<file path="src/design/lpcp_pkg.sv">
// shared constants and types for the line printer control port
package lpcp_pkg;
   // controller clock and mechanism times
   localparam int CLK_MHZ  = 200;
   localparam int SPACE_NS = 20000;
   localparam int PRINT_NS = 20000;
   localparam int EJECT_NS = 20000;
   localparam int SPACE_CYC = (SPACE_NS * CLK_MHZ + 999) / 1000;
   localparam int PRINT_CYC = (PRINT_NS * CLK_MHZ + 999) / 1000;
   localparam int EJECT_CYC = (EJECT_NS * CLK_MHZ + 999) / 1000;
   localparam int TMR_W = 13;
   localparam logic [TMR_W-1:0] SPACE_LD = TMR_W'(SPACE_CYC);
   localparam logic [TMR_W-1:0] PRINT_LD = TMR_W'(PRINT_CYC);
   localparam logic [TMR_W-1:0] EJECT_LD = TMR_W'(EJECT_CYC);

   // line buffer
   localparam int CNT_W = 7;
   localparam int LINE_WORDS = 68;
   localparam logic [CNT_W-1:0] LINE_FULL = 7'h44;
   localparam logic [7:0] ILLEGAL_CHAR = 8'h00;
   localparam logic [3:0] TOF_LEVEL = 4'h1;

   // register port word addresses
   localparam logic [1:0] A_DATA = 2'h0;
   localparam logic [1:0] A_FUNC = 2'h1;
   localparam logic [1:0] A_EVT  = 2'h2;
   localparam logic [1:0] A_MASK = 2'h3;

   // status word bit positions
   localparam int ST_READY = 0;
   localparam int ST_BUSY  = 1;
   localparam int ST_INT   = 2;
   localparam int ST_DATA  = 3;
   localparam int ST_EOP   = 4;
   localparam int ST_ALARM = 5;
   localparam int ST_PROT  = 7;
   localparam int ST_TOF   = 9;

   // interrupt select order inside sel vector
   localparam int SEL_DATA  = 0;
   localparam int SEL_EOP   = 1;
   localparam int SEL_ALARM = 2;

   typedef struct packed {
      logic [3:0] fmt_level;
      logic [3:0] rsvd;
      logic       fmt_sel;
      logic       print;
      logic       space;
      logic       alarm_sel;
      logic       eop_sel;
      logic       data_sel;
      logic       clr_int;
      logic       clr_prn;
   } lpcp_cmd_s;

   typedef struct packed {
      logic reject;
      logic alarm;
      logic eop;
      logic data;
   } lpcp_evt_s;

   typedef enum logic [1:0] {
      LPCP_IDLE = 2'b00,
      LPCP_FEED = 2'b01,
      LPCP_MOVE = 2'b11
   } lpcp_state_e;
endpackage : lpcp_pkg

</file>
<file path="src/design/lpcp_line_mem.sv">
// line buffer memory, registered read
`timescale 1ns/1ps
`default_nettype none
module lpcp_line_mem (
   input  wire logic                      clk,
   input  wire logic                      rstn,
   input  wire logic                      we,
   input  wire logic [lpcp_pkg::CNT_W-1:0] waddr,
   input  wire logic [15:0]               wdata,
   input  wire logic                      re,
   input  wire logic [lpcp_pkg::CNT_W-1:0] raddr,
   output logic      [15:0]               rdata
);
   import lpcp_pkg::*;
   logic [15:0] mem [0:LINE_WORDS-1];

   always_ff @(posedge clk) begin
      if (we) begin
         mem[waddr] <= wdata;
      end
   end

   always_ff @(posedge clk or negedge rstn) begin
      if (!rstn) begin
         rdata <= 16'h0000;
      end else if (re) begin
         rdata <= mem[raddr];
      end
   end
endmodule : lpcp_line_mem
`default_nettype wire

</file>
<file path="src/design/lpcp_timer.sv">
// mechanism motion timer, one-cycle done pulse
`timescale 1ns/1ps
`default_nettype none
module lpcp_timer (
   input  wire logic                      clk,
   input  wire logic                      rstn,
   input  wire logic                      start,
   input  wire logic [lpcp_pkg::TMR_W-1:0] load,
   output logic                           done
);
   import lpcp_pkg::*;
   logic [TMR_W-1:0] cnt_reg;
   wire              last = (cnt_reg == TMR_W'(1));

   always_ff @(posedge clk or negedge rstn) begin
      if (!rstn) begin
         cnt_reg <= '0;
         done    <= 1'b0;
      end else begin
         done <= last & ~start;
         if (start) begin
            cnt_reg <= load;
         end else if (cnt_reg != '0) begin
            cnt_reg <= cnt_reg - TMR_W'(1);
         end
      end
   end
endmodule : lpcp_timer
`default_nettype wire

</file>
<file path="src/design/lpcp_top.sv">
// line printer control port: command, status, buffer and interrupts
//
// Design decisions made here: the register addresses and strobed register access.
`timescale 1ns/1ps
`default_nettype none
module lpcp_top (
   input  wire logic                      clk,
   input  wire logic                      rstn,
   input  wire logic [1:0]                addr,
   input  wire logic [15:0]               wdata,
   input  wire logic                      wr,
   input  wire logic                      rd,
   input  wire logic                      wr_prot,
   output logic      [15:0]               rdata,
   output logic                           ext_reject,
   output logic                           irq,
   output logic                           irq_data,
   output logic                           irq_end_of_operation,
   output logic                           irq_alarm,
   input  wire logic                      mech_alarm_pin,
   input  wire logic                      protect_sw_pin,
   output logic      [15:0]               hammer_word,
   output logic                           hammer_valid,
   output logic                           paper_move,
   output logic      [3:0]                format_level,
   output logic                           top_of_form
);
   import lpcp_pkg::*;

   // pin synchronisers
   logic [1:0]       pin_meta_reg;
   logic [1:0]       pin_sync_reg;
   // control state
   lpcp_state_e      state_reg;
   lpcp_state_e      state_next;
   logic [2:0]       sel_reg;
   logic [2:0]       sel_next;
   logic             alarm_reg;
   logic             alarm_next;
   logic             eop_pend_reg;
   logic             eop_pend_next;
   logic             printing_reg;
   logic             tof_reg;
   logic             eject_reg;
   logic [CNT_W-1:0] count_reg;
   logic [CNT_W-1:0] count_next;
   logic [CNT_W-1:0] ptr_reg;
   logic [CNT_W-1:0] len_reg;
   logic             rd_pend_reg;
   logic [3:0]       evt_reg;
   logic [3:0]       evt_next;
   logic [3:0]       mask_reg;
   logic [2:0]       req_prev_reg;
   logic [15:0]      mem_rdata;
   logic             tmr_done;
   logic             tmr_start;
   logic [TMR_W-1:0] tmr_load;

   lpcp_cmd_s cmd;
   assign cmd = lpcp_cmd_s'(wdata);

   wire mech_alarm = pin_sync_reg[0];
   wire prot_sw    = pin_sync_reg[1];
   wire ready      = ~mech_alarm;
   wire busy       = (state_reg != LPCP_IDLE);
   wire full       = (count_reg == LINE_FULL);
   wire data_ok    = ~full & ~printing_reg;
   wire alarm_st   = alarm_reg | mech_alarm;

   // decode of the register port
   wire wr_data  = wr & (addr == A_DATA);
   wire wr_func  = wr & (addr == A_FUNC);
   wire wr_evt   = wr & (addr == A_EVT);
   wire wr_mask  = wr & (addr == A_MASK);
   wire unprot   = prot_sw & ~wr_prot;
   wire motion   = cmd.space | cmd.print | cmd.fmt_sel;
   // a refused word changes nothing but the reject event
   wire data_rej = wr_data & (unprot | ~data_ok);
   wire func_rej = wr_func & ((unprot & (cmd.clr_prn | cmd.space))
                   | (motion & (busy | ~ready)));
   wire acc_data = wr_data & ~data_rej;
   wire acc_func = wr_func & ~func_rej;
   wire clr_all  = acc_func & cmd.clr_prn;
   wire clr_irq  = acc_func & (cmd.clr_int | cmd.clr_prn);
   wire go_print = acc_func & cmd.print;
   wire go_move  = acc_func & (cmd.space | cmd.fmt_sel) & ~cmd.print;
   wire eject    = cmd.fmt_sel & (cmd.fmt_level == TOF_LEVEL);
   // either character of the word may be the illegal code
   wire illegal  = acc_data & ((wdata[15:8] == ILLEGAL_CHAR)
                   | (wdata[7:0] == ILLEGAL_CHAR));
   wire feed_end = (state_reg == LPCP_FEED) & (ptr_reg == len_reg);
   wire feed_rd  = (state_reg == LPCP_FEED) & (ptr_reg != len_reg);
   wire busy_end = (state_reg == LPCP_MOVE) & tmr_done;

   // clear acts first, then the selects of the same word
   assign sel_next = (sel_reg & ~{3{clr_irq}})
                     | ({cmd.alarm_sel, cmd.eop_sel, cmd.data_sel} & {3{acc_func}});
   assign alarm_next = (alarm_reg & ~clr_all) | illegal;
   // end of operation is caught on the busy edge, not as a level
   assign eop_pend_next = (eop_pend_reg & ~clr_irq)
                          | (busy_end & sel_next[SEL_EOP]);
   assign count_next = clr_all  ? '0 :
                       acc_data ? count_reg + CNT_W'(1) :
                       feed_end ? '0 : count_reg;

   // interrupt requests hold as levels
   wire req_data  = sel_reg[SEL_DATA] & data_ok;
   wire req_eop   = sel_reg[SEL_EOP] & eop_pend_reg;
   wire req_alarm = sel_reg[SEL_ALARM] & alarm_st;
   wire [2:0] req = {req_alarm, req_eop, req_data};

   // status word
   // bits 6, 8 and 10 up read as zero
   wire [15:0] status = {6'h00, tof_reg, 1'b0, prot_sw, 1'b0,
                         alarm_st, ~busy, data_ok, |req, busy, ready};

   lpcp_evt_s evt_set;
   assign evt_set.reject = data_rej | func_rej;
   assign evt_set.alarm  = req_alarm & ~req_prev_reg[SEL_ALARM];
   assign evt_set.eop    = req_eop & ~req_prev_reg[SEL_EOP];
   assign evt_set.data   = req_data & ~req_prev_reg[SEL_DATA];
   // set wins over a write-one clear in the same cycle
   assign evt_next = (evt_reg & ~(wdata[3:0] & {4{wr_evt}})) | evt_set;

   wire [15:0] rd_mux = (addr == A_DATA) ? status :
                        (addr == A_FUNC) ? {13'h0000, sel_reg} :
                        (addr == A_EVT)  ? {12'h000, evt_reg} :
                                           {12'h000, mask_reg};

   // state machine
   always_comb begin
      state_next = state_reg;
      unique case (state_reg)
         LPCP_IDLE: begin
            if (go_print) begin
               state_next = LPCP_FEED;
            end else if (go_move) begin
               state_next = LPCP_MOVE;
            end
         end
         LPCP_FEED: begin
            if (feed_end) begin
               state_next = LPCP_MOVE;
            end
         end
         LPCP_MOVE: begin
            if (tmr_done) begin
               state_next = LPCP_IDLE;
            end
         end
         default: state_next = LPCP_IDLE;
      endcase
   end

   assign tmr_start = feed_end | go_move;
   // a print ends with a wait of its own length, PRINT_LD, with paper_move held low
   assign tmr_load  = feed_end ? PRINT_LD : (eject ? EJECT_LD : SPACE_LD);

   always_ff @(posedge clk or negedge rstn) begin
      if (!rstn) begin
         pin_meta_reg <= 2'h0;
         pin_sync_reg <= 2'h0;
      end else begin
         pin_meta_reg <= {protect_sw_pin, mech_alarm_pin};
         pin_sync_reg <= pin_meta_reg;
      end
   end

   always_ff @(posedge clk or negedge rstn) begin
      if (!rstn) begin
         state_reg    <= LPCP_IDLE;
         sel_reg      <= 3'h0;
         alarm_reg    <= 1'b0;
         eop_pend_reg <= 1'b0;
         count_reg    <= '0;
         req_prev_reg <= 3'h0;
      end else begin
         state_reg    <= state_next;
         sel_reg      <= sel_next;
         alarm_reg    <= alarm_next;
         eop_pend_reg <= eop_pend_next;
         count_reg    <= count_next;
         req_prev_reg <= req;
      end
   end

   // print walks the buffer from word zero up to the loaded count
   always_ff @(posedge clk or negedge rstn) begin
      if (!rstn) begin
         ptr_reg      <= '0;
         len_reg      <= '0;
         printing_reg <= 1'b0;
      end else if (go_print) begin
         ptr_reg      <= '0;
         len_reg      <= count_reg;
         printing_reg <= 1'b1;
      end else begin
         if (feed_rd) begin
            ptr_reg <= ptr_reg + CNT_W'(1);
         end
         if (busy_end) begin
            printing_reg <= 1'b0;
         end
      end
   end

   // only a finished eject leaves the paper at top of form
   always_ff @(posedge clk or negedge rstn) begin
      if (!rstn) begin
         tof_reg      <= 1'b0;
         eject_reg    <= 1'b0;
         format_level <= 4'h0;
      end else begin
         if (go_move & cmd.fmt_sel) begin
            format_level <= cmd.fmt_level;
         end
         // any other move, print included, leaves it
         if (go_move | go_print) begin
            eject_reg <= go_move & eject;
         end
         if (busy_end) begin
            tof_reg <= eject_reg;
         end
      end
   end

   assign top_of_form = tof_reg;

   // mechanism side outputs
   always_ff @(posedge clk or negedge rstn) begin
      if (!rstn) begin
         rd_pend_reg  <= 1'b0;
         hammer_valid <= 1'b0;
         hammer_word  <= 16'h0000;
         paper_move   <= 1'b0;
      end else begin
         rd_pend_reg  <= feed_rd;
         hammer_valid <= rd_pend_reg;
         hammer_word  <= rd_pend_reg ? mem_rdata : hammer_word;
         paper_move   <= (state_next == LPCP_MOVE) & ~(printing_reg | go_print);
      end
   end

   // host side outputs
   always_ff @(posedge clk or negedge rstn) begin
      if (!rstn) begin
         rdata                <= 16'h0000;
         ext_reject           <= 1'b0;
         evt_reg              <= 4'h0;
         mask_reg             <= 4'h0;
         irq                  <= 1'b0;
         irq_data             <= 1'b0;
         irq_end_of_operation <= 1'b0;
         irq_alarm            <= 1'b0;
      end else begin
         rdata                <= rd ? rd_mux : 16'h0000;
         ext_reject           <= data_rej | func_rej;
         evt_reg              <= evt_next;
         mask_reg             <= wr_mask ? wdata[3:0] : mask_reg;
         // events of this cycle count, so a set shows at once
         irq                  <= |(evt_next & mask_reg);
         irq_data             <= req_data;
         irq_end_of_operation <= req_eop;
         irq_alarm            <= req_alarm;
      end
   end

   lpcp_line_mem u_mem (
      .clk   (clk),
      .rstn  (rstn),
      .we    (acc_data),
      .waddr (count_reg),
      .wdata (wdata),
      .re    (feed_rd),
      .raddr (ptr_reg),
      .rdata (mem_rdata)
   );

   lpcp_timer u_tmr (
      .clk   (clk),
      .rstn  (rstn),
      .start (tmr_start),
      .load  (tmr_load),
      .done  (tmr_done)
   );
endmodule : lpcp_top
`default_nettype wire

</file>
<file path="config.mk">
export PLATFORM = sky130hd
export DESIGN_NAME = lpcp_top
export DESIGN_NICKNAME = d
export VERILOG_FILES = /design/src/design/lpcp_pkg.sv /design/src/design/lpcp_line_mem.sv /design/src/design/lpcp_timer.sv /design/src/design/lpcp_top.sv
export SDC_FILE = /design/constraint.sdc
export NUM_CORES = 1
export LEC_CHECK = 0
export BUFFER_PORTS_ARGS = -buffer_cell sky130_fd_sc_hd__buf_2
export CELL_PAD_IN_SITES_DETAIL_PLACEMENT = 1
export CELL_PAD_IN_SITES_GLOBAL_PLACEMENT = 2
export CORE_UTILIZATION = 53
export DETAILED_ROUTE_END_ITERATION = 16
export MAX_ROUTING_LAYER = met4
export PLACE_DENSITY = 0.92
export SYNTH_ARGS = -nofsm -noshare
export SYNTH_HDL_FRONTEND = slang
export SYNTH_SLANG_ARGS = --single-unit
</file>
<file path="constraint.sdc">
create_clock -name clk -period 6.97 [get_ports clk]
set_input_delay 0.697 -clock clk [delete_from_list [all_inputs] [get_ports clk]]
set_output_delay 0.697 -clock clk [all_outputs]
set_load 0.05 [all_outputs]
</file>
==> flow_summary.ini, run 1 <==
[outcome]
status = finished clean

[floorplan]
placementRows = 108
initial_utilization = 0.535
die_h_um = 298
die_area_um2 = 88900
core_area_um2 = 86900
pin_count = 69
die_x_um = 298

[worst_hold_path]
hold_depth = 1
hold_end = pin_meta_reg[1]
worstHoldStart = protect_sw_pin
hp-class = input pin to flip-flop

[setup_path]
crit_fanout = 47
crit_path_start = ptr_reg[0]
cp-end-kind = flip-flop
crit_arrival_ns = 4.54
r2r_end = u_mem.rdata[5]
reg2regPathDepth = 7
worstSetupPathType = flip-flop to flip-flop
r2r_start = ptr_reg[0]
critPathLaunchType = flip-flop
cp.required_ns = 7.57
rrSetupSlack_ns = 3.03

[cts]
insertion_delay_ns = 0.70
cts.sinks = 1197
cts_buffer_depth = 3
cts_buffers = 113
postCtsSetupRepairBufs = 0
tritoncts = yes
clkTransAtPathRegs_ns = 0.06
h-tree-depth = 3
root_buffer = clkbuf_16

[logic_synthesis]
synth_xor_area_frac = 0.00377
yosysTopAreaCellShare = 0.702
synth-seq-cells = 1197
yosys_warnings = 0
synth_compound_area_frac = 0.0338
synth-simple-area-share = 0.0378
syn_area_per_cell_um2 = 19.8
synth_top_family_by_area = multiplexers
syn_inst = 2353
yosysTopAreaCell = edfxtp_1
ys_seq_area_frac = 0.761
yosysMostFrequentCell = edfxtp_1
synth_common_cells = edfxtp_1, mux4_2, nor2_1, mux2i_1, dfrtp_1
synth.distinct_cells = 64
synthTopCellsByArea = edfxtp_1, mux4_2, dfrtp_1, mux2i_1, nor2_1
synth_fa_ha_area_frac = 0.00135
syn-cell-area_um2 = 46500
async_reset_ff_frac = 0.0911
muxShareOfSynthArea = 0.146
synth-edff-count = 1088
ys.flop_type = edfxtp_1

[final_layout]
top_regs = u_mem.mem: 1088 flops, hammer_word: 16 flops, u_mem.rdata: 16 flops
fillers = 7403
largest_reg_flops = 1088
fin_util = 0.599
layout.nets = 2543
drive_above_1_share = 0.230
top_register = u_mem.mem
area_growth_syn_to_layout_pct = 11.9
fin_cells = 3770

[grt]
antenna_found_initial = 4
grt_pass1_wl_mm = 183
grt_max_degree = 116
gr-usage-all-layers = 0.294
grt_overflow = 0
grt_pass1_vias = 26400

[placed_design]
io_buffers = 60
dp_cells = 3552
dp.final_hpwl_mm = 72.7
pre_cts_slack_ns = 3.14
gp_congestion = 0.864

[power]
p_leak_uw = 0.0177
power_density_nw_per_um2 = 305
peakVddDrop_mv = 0.249

[timing]
finalSetupViolCount = 0
rsz0062_at_grt = no
fmax_mhz = 254
min_period_ns = 3.94
setup_tns_ns = 0
tightest_slew_ns = 1.36
finalWorstSetupSlack_ns = 3.03
period_share = 0.565
skew_ns = 0.0248
maxSlewHeadroom = 0.0718
final_max_slew_viol_count = 0
hold_viol_final = 0

[drt]
ant_nets = 0
routed_wl_mm = 125
drc = 0
vias_per_cell = 6.52
first_pass_iters = 7
dr_total_vias = 24600
first_iter_violations = 2759
wire_per_inst_um = 33.2

[flow_run]
cap_violations = 0
==> through the flow <==
step	cell area (µm²)	total power, µW	hold WS, ns
2_1_floorplan	46500	9300	0.331
3_3_place_gp	48400	9850	0.337
3_5_place_dp	48400	9930	0.348
4_1_cts	52000	15900	0.0930
5_1_grt	52000	16200	0.104
6_report	52000	15900	0.124
==> critical path, cell delays in order (launching register included) <==
cell and delay, ns:
dfrtp_4 0.71, buf_4 0.75, nor2_1 0.30, a22o_1 0.30, a2111oi_0 1.12, a311oi_1 0.14, a211o_1 0.34, a31oi_1 0.18
==> worst max-delay path by stage <==
stage	slack, ns	cells after the start	end
5_1_grt	2.80	7	u_mem.rdata[5]
2_1_floorplan	3.82	8	u_mem.mem[53][0]
3_5_place_dp	3.14	7	u_mem.rdata[5]
6_report	3.03	7	u_mem.rdata[5]
4_1_cts	3.10	7	u_mem.rdata[12]
3_3_place_gp	3.25	7	u_mem.rdata[12]
==> power by group <==
part | switching, µW | leakage [µW] | internal (µW)
sequential | 115 | 0.0112 | 7880
combinational | 1120 | 0.00475 | 717
clock | 2680 | 0.00175 | 3350
==> what timing repair did <==
item,in CTS,in global routing
endpoints found under the hold margin,29,0
resized for setup,0,0
hold buffers,1,0
==> layer usage <==
| metal | routed length, µm | up-vias | track usage | share of wire |
|---|---|---|---|---|
| li1 | - | 9875 | - | - |
| met1 | 46300 | 13000 | 0.368 | 0.37 |
| met2 | 64200 | 1371 | 0.488 | 0.51 |
| met3 | 9440 | 307 | 0.0446 | 0.075 |
| met4 | 5110 | 0 | 0.110 | 0.041 |
| met5 | 0 | - | - | 0 |
==> kinds of logic (layout without fill, tap and decap cells) <==
logic type | Yosys count | in the layout
buf+inv | 139 | 392
xor+xnor | 20 | 20
flops | 1197 | 1197
compound gates | 231 | 231
fa+ha+maj | 5 | 5
simple gates | 376 | 376
other cells | 1 | 10
mux | 384 | 384
==> cells in the final DEF (no fill, tap or decap), drive strengths merged, types with 56 or more instances in the layout <==
cell and n:
nor2 149, clkinv 56, mux4 231, dfrtp 109, edfxtp 1088, buf 162, clkbuf 147, mux2i 119
o21ai 64, nand2 83
==> final cells by class <==
cell class | count | area (µm²) | share of cell area
clock buffer | 147 | 3100 | 0.0596
tap | 1155 | 1450 | 0.0278
sequential | 1197 | 35400 | 0.681
inverter | 14 | 52.6 | 0.00101
antenna | 2 | 5.00 | 0.0000962
multi-input combinational | 1024 | 10400 | 0.200
timing repair buffer | 163 | 1140 | 0.0219
clock inverter | 68 | 477 | 0.00916
(Power assumes the default switching activity.)
==> run 2, diff against run 1 <==
--- a/config.mk
+++ b/config.mk
@@ -8,10 +8,10 @@
 export BUFFER_PORTS_ARGS = -buffer_cell sky130_fd_sc_hd__buf_2
 export CELL_PAD_IN_SITES_DETAIL_PLACEMENT = 1
 export CELL_PAD_IN_SITES_GLOBAL_PLACEMENT = 2
-export CORE_UTILIZATION = 53
+export CORE_UTILIZATION = 45
 export DETAILED_ROUTE_END_ITERATION = 16
 export MAX_ROUTING_LAYER = met4
-export PLACE_DENSITY = 0.92
+export PLACE_DENSITY = 0.84
 export SYNTH_ARGS = -nofsm -noshare
 export SYNTH_HDL_FRONTEND = slang
 export SYNTH_SLANG_ARGS = --single-unit
==> constraint.sdc (replaced) <==
create_clock -name clk -period 3.32 [get_ports clk]
set_input_delay 0.332 -clock clk [delete_from_list [all_inputs] [get_ports clk]]
set_output_delay 0.332 -clock clk [all_outputs]
set_load 0.05 [all_outputs]
==> run 2 against run 1 <==
Effect of this change:
- combinational power increased by 130%
- die area up 18%
- hold slack lost 0.065 ns
- register-to-register slack got worse by 2.9 ns
- clock power up 120%
- critical endpoint is now u_mem.rdata[15]
==> flow_summary.ini, run 2 (same netlist as run 1, synthesis figures left out) <==
[grt]
gr-usage-all-layers = 0.246
grt_max_degree = 74
antenna_found_initial = 4
grt_overflow = 0
grt_pass1_vias = 25600
grt_pass1_wl_mm = 179

[setup_path]
r2r_end = u_mem.rdata[15]
worstSetupPathType = flip-flop to flip-flop
cp.required_ns = 3.93
cp_num_buf_inv = 2
cp_slowest_cell = a2111oi_0
slowest_delay_ns = 0.83
reg2regPathDepth = 8
crit_top_cell = a31oi_1
rrSetupSlack_ns = 0.11
crit_arrival_ns = 3.83
crit_path_start = ptr_reg[1]
cp-end-kind = flip-flop
r2r_start = ptr_reg[1]
cp.depth = 8
crit_family = compound AO/OA/AOI/OAI gates
crit_fanout = 29
path_cells = buf_12 > mux2i_1 > a22o_1 > a2111oi_0 > buf_4 > a31oi_1 > a211o_1 > a31oi_1
critPathLaunchType = flip-flop

[floorplan]
die_h_um = 323
pin_count = 69
die_x_um = 323
placementRows = 117
core_area_um2 = 102000
initial_utilization = 0.455
die_area_um2 = 105000

[power]
power.switching_uw = 8240
p_leak_uw = 0.0182
p_comb_frac = 0.123
peakVddDrop_mv = 0.599
sw_frac_of_total = 0.243
p_seq_frac = 0.493
power_density_nw_per_um2 = 637
internal_power_uw = 25700
clock_power_share = 0.384

[worst_hold_path]
worstHoldStart = addr[1]
hold_end = rdata[0]
hold_depth = 2
hp-class = input pin to flip-flop

[drt]
ant_nets = 0
wire_per_inst_um = 30.4
drc = 0
top_layer_used = met4
dr_total_vias = 24500
first_iter_violations = 2696
wl_met1_mm = 49.2
route.met2.wl_mm = 62.0
first_pass_iters = 5
wl_met3_mm = 8.60
vias_per_cell = 6.03
routed_wl_mm = 124

[cts]
clkTransAtPathRegs_ns = 0.07
insertion_delay_ns = 0.70
root_buffer = clkbuf_16
postCtsSetupRepairBufs = 0
h-tree-depth = 3
tritoncts = yes
cts.sinks = 1197
cts_buffer_depth = 3
cts_buffers = 115

[placed_design]
gp_congestion = 0.894
pre_cts_slack_ns = 0.0908
dp.final_hpwl_mm = 79.9
io_buffers = 60

[final_layout]
drive_above_1_share = 0.253
final_common_cell = edfxtp_1
fin_util = 0.521
largest_reg_flops = 1088
final_cell_mix = edfxtp_1, mux4_2, buf_4
top_register = u_mem.mem
layout.nets = 2629
top_regs = u_mem.mem: 1088 flops, hammer_word: 16 flops, u_mem.rdata: 16 flops
area_growth_syn_to_layout_pct = 14.5

[timing]
hold_viol_final = 0
hold_ws_ns = 0.0594
final_max_slew_viol_count = 0
fmax_mhz = 311
tightest_slew_ns = 1.02
maxSlewHeadroom = 0.323
finalSetupViolCount = 0
finalWorstSetupSlack_ns = 0.108
period_share = 0.968
skew_ns = 0.0230
rsz0062_at_grt = no
setup_tns_ns = 0
min_period_ns = 3.21

[outcome]
status = finished clean

[flow_run]
cap_violations = 0
-- run 2: changes by cell type in the layout (fill, tap and decap cells not counted), sizes merged --
cell | before | now
clkinv | 56 | 51
bufinv | 6 | 11
dlygate4sd3 | 1 | 5
buf | 162 | 242
clkbuf | 147 | 152
inv | 15 | 17
clkinvlp | 5 | 1
-- run 2: how the worst max path moves through the flow --
stage                                  end
after floorplan           u_mem.mem[53][0]
after global placement     u_mem.rdata[15]
after detailed placement   u_mem.rdata[15]
after CTS                  u_mem.rdata[15]
after global routing       u_mem.rdata[15]
final                      u_mem.rdata[15]
-- run 2: power groups by stage --
| stage | Sequential [µW] | Clock (µW) | Combinational, µW |
|---|---|---|---|
| 2_1_floorplan | 17000 | 0 | 2560 |
| 3_3_place_gp | 17000 | 0 | 4010 |
| 3_5_place_dp | 17000 | 0 | 4140 |
| 4_1_cts | 16700 | 13200 | 4180 |
| 5_1_grt | 16700 | 13600 | 4370 |
| 6_report | 16700 | 13000 | 4170 |
-- run 2: worst reg2reg max path, cell delays in order, from the launching register on --
cell	delay, ns
dfrtp_4	0.81
buf_12	0.31
mux2i_1	0.13
a22o_1	0.23
a2111oi_0	0.83
buf_4	0.26
a31oi_1	0.05
a211o_1	0.32
a31oi_1	0.19
-- run 2: stage by stage --
stage / power [µW] / instances / cell area, µm²
6_report: 33900 / 4070 / 53300
5_1_grt: 34800 / 4069 / 53200
4_1_cts: 34100 / 4068 / 53200
3_5_place_dp: 21200 / 3845 / 49500
3_3_place_gp: 21000 / 3845 / 49500
2_1_floorplan: 19500 / 2360 / 46500
-- run 2: layout make-up --
class | count | area (µm²)
inverters | 14 | 52.6
diodes | 2 | 5.00
clock inverters | 66 | 616
repair buffers | 247 | 1960
clock buffers | 152 | 3110
well taps | 1368 | 1710
multi-input cells | 1024 | 10400
flip-flops and latches | 1197 | 35400
fillers | 9265 | 48900
-- run 2: per-layer routing --
metal  up-vias  GRT usage
li1      10100          -
met1     13200      0.323
met2      1092      0.400
met3       205     0.0345
met4         0     0.0775
met5         -          -
-- run 2: timing repair --
| action | in CTS | in global routing |
|---|---|---|
| hold endpoints to repair | 71 | 0 |
| gates resized for setup | 0 | 0 |
| hold buffers | 5 | 0 |
==> run 3, diff against run 2 <==
--- a/config.mk
+++ b/config.mk
@@ -8,10 +8,11 @@
 export BUFFER_PORTS_ARGS = -buffer_cell sky130_fd_sc_hd__buf_2
 export CELL_PAD_IN_SITES_DETAIL_PLACEMENT = 1
 export CELL_PAD_IN_SITES_GLOBAL_PLACEMENT = 2
-export CORE_UTILIZATION = 45
+export CORE_UTILIZATION = 44
 export DETAILED_ROUTE_END_ITERATION = 16
 export MAX_ROUTING_LAYER = met4
-export PLACE_DENSITY = 0.84
+export PLACE_DENSITY = 0.82
+export REMOVE_ABC_BUFFERS = 1
 export SYNTH_ARGS = -nofsm -noshare
 export SYNTH_HDL_FRONTEND = slang
 export SYNTH_SLANG_ARGS = --single-unit
==> run 3 against run 2 <==
Effect of this change:
- via count is 3.1% higher
- first-iteration DRC count is 15% higher
- wire length is 7.4% higher
- flip-flop and latch count stayed put
- critical path depth is 1 lower
- combinational power is 2% higher
- critical path type unchanged
- critical endpoint is now u_mem.rdata[12]
- largest power group unchanged
- highest routed layer unchanged
==> flow_summary.ini, run 3 (same netlist as run 1, synthesis figures left out) <==
[drt]
top_layer_used = met4
first_pass_iters = 6
wl_met1_mm = 53.6
routed_wl_mm = 133
ant_nets = 0
dr_total_vias = 25300
route.met2.wl_mm = 64.1
wl_met3_mm = 10.8
wire_per_inst_um = 32.4
drc = 0
first_iter_violations = 3113
vias_per_cell = 6.18

[grt]
gr-usage-all-layers = 0.255
grt_pass1_wl_mm = 190
antenna_found_initial = 7
grt_pass1_vias = 26000
grt_overflow = 0
grt_max_degree = 74

[setup_path]
crit_fanout = 63
crit_family = buffers and inverters
cp-endpoint = u_mem.rdata[12]
cp_num_buf_inv = 2
reg2regPathDepth = 7
critPathLaunchType = flip-flop
cp-end-kind = flip-flop
r2r_start = ptr_reg[1]
cp_slowest_cell = dfrtp_4
r2r_end = u_mem.rdata[12]
path_cells = buf_12 > buf_4 > mux4_2 > mux2i_1 > o32ai_1 > nor4_1 > a21oi_1
rrSetupSlack_ns = 0.14
crit_arrival_ns = 3.77
crit_path_start = ptr_reg[1]
worstSetupPathType = flip-flop to flip-flop
cp.depth = 7
slowest_delay_ns = 0.74
cp.required_ns = 3.91

[timing]
period_share = 0.959
tightest_slew_ns = 1.43
finalSetupViolCount = 0
min_period_ns = 3.18
skew_ns = 0.0294
final_max_slew_viol_count = 0
hold_viol_final = 0
maxSlewHeadroom = 0.0358
fmax_mhz = 314
setup_tns_ns = 0
rsz0062_at_grt = no

[cts]
postCtsSetupRepairBufs = 0
cts_buffer_depth = 3
h-tree-depth = 3
cts_resized = 0
cts.sinks = 1197
cts_buffers = 114
tritoncts = yes
insertion_delay_ns = 0.72
root_buffer = clkbuf_16
clkTransAtPathRegs_ns = 0.06
holdBufCountCts = 4

[power]
clock_power_share = 0.386
internal_power_uw = 25800
p_leak_uw = 0.0183
power_density_nw_per_um2 = 639
p_comb_frac = 0.124
power.switching_uw = 8350
p_seq_frac = 0.490
peakVddDrop_mv = 0.496
sw_frac_of_total = 0.245

[flow_run]
cap_violations = 0

[final_layout]
largest_reg_flops = 1088
layout.nets = 2648
drive_above_1_share = 0.260
final_cell_mix = edfxtp_1, mux4_2, buf_4
fillers = 9417
area_growth_syn_to_layout_pct = 14.8
final_common_cell = edfxtp_1
fin_cells = 4099
top_regs = u_mem.mem: 1088 flops, hammer_word: 16 flops, u_mem.rdata: 16 flops
top_register = u_mem.mem

[placed_design]
gp_congestion = 0.899
io_buffers = 60
dp.final_hpwl_mm = 84.9
dp_cells = 3878

[floorplan]
core_area_um2 = 104000
die_h_um = 327
placementRows = 118
die_area_um2 = 107000
pin_count = 69
die_x_um = 327
initial_utilization = 0.447

[outcome]
status = finished clean

[worst_hold_path]
hp-class = input pin to flip-flop
## run 3: cell count changes in the layout (fill, tap and decap cells not counted), sizes merged
cell         previous run  this run
clkinvlp                1         3
diode                   2         1
buf                   242       263
dlygate4sd3             5         4
inv                    17        19
bufinv                 11        13
clkbuf                152       151
clkinv                 51        44
## run 3: how the worst min path moves through the flow
stage,to,depth (start not counted),startpoint
final,u_mem.mem[32][0],1,wdata[0]
after global placement,pin_sync_reg[1],0,pin_meta_reg[1]
after CTS,u_mem.mem[32][0],1,wdata[0]
after global routing,u_mem.mem[39][0],1,wdata[0]
after floorplan,alarm_reg,0,rstn
after detailed placement,pin_sync_reg[0],0,pin_meta_reg[0]
## run 3: layout make-up
class | instances | area, µm² | area share
Antenna cell | 1 | 2.50 | 0.0000469
Clock buffer | 151 | 3070 | 0.0576
Clock inverter | 65 | 682 | 0.0128
Inverter | 14 | 52.6 | 0.000984
Multi-Input combinational cell | 1024 | 10400 | 0.194
Sequential cell | 1197 | 35400 | 0.663
Tap cell | 1380 | 1730 | 0.0323
Timing Repair Buffer | 267 | 2080 | 0.0389
## run 3: layer usage
metal / vias to the layer above / global-route usage
li1: 10100 / -
met1: 13600 / 0.342
met2: 1396 / 0.398
met3: 245 / 0.0415
met4: 0 / 0.0845
met5: - / -
## run 3: through the flow
stage	area, µm²	total power (µW)	utilization	setup WS, ns	hold WS [ns]
final	53400	34100	0.513	0.136	0.0406
after CTS	53400	34300	0.513	0.159	0.00980
after detailed placement	49600	21200	0.477	0.182	0.351
after floorplan	45800	20400	-	-9.48	0.0364
after global placement	49600	21100	0.477	0.213	0.333
after global routing	53400	34900	0.513	0.00618	0.0344
## run 3: power groups by stage
stage | Sequential [µW] | Clock, µW | Combinational [µW]
2_1_floorplan | 17500 | 0 | 2890
3_3_place_gp | 17000 | 0 | 4080
3_5_place_dp | 17000 | 0 | 4200
4_1_cts | 16700 | 13300 | 4250
5_1_grt | 16700 | 13800 | 4420
6_report | 16700 | 13200 | 4240
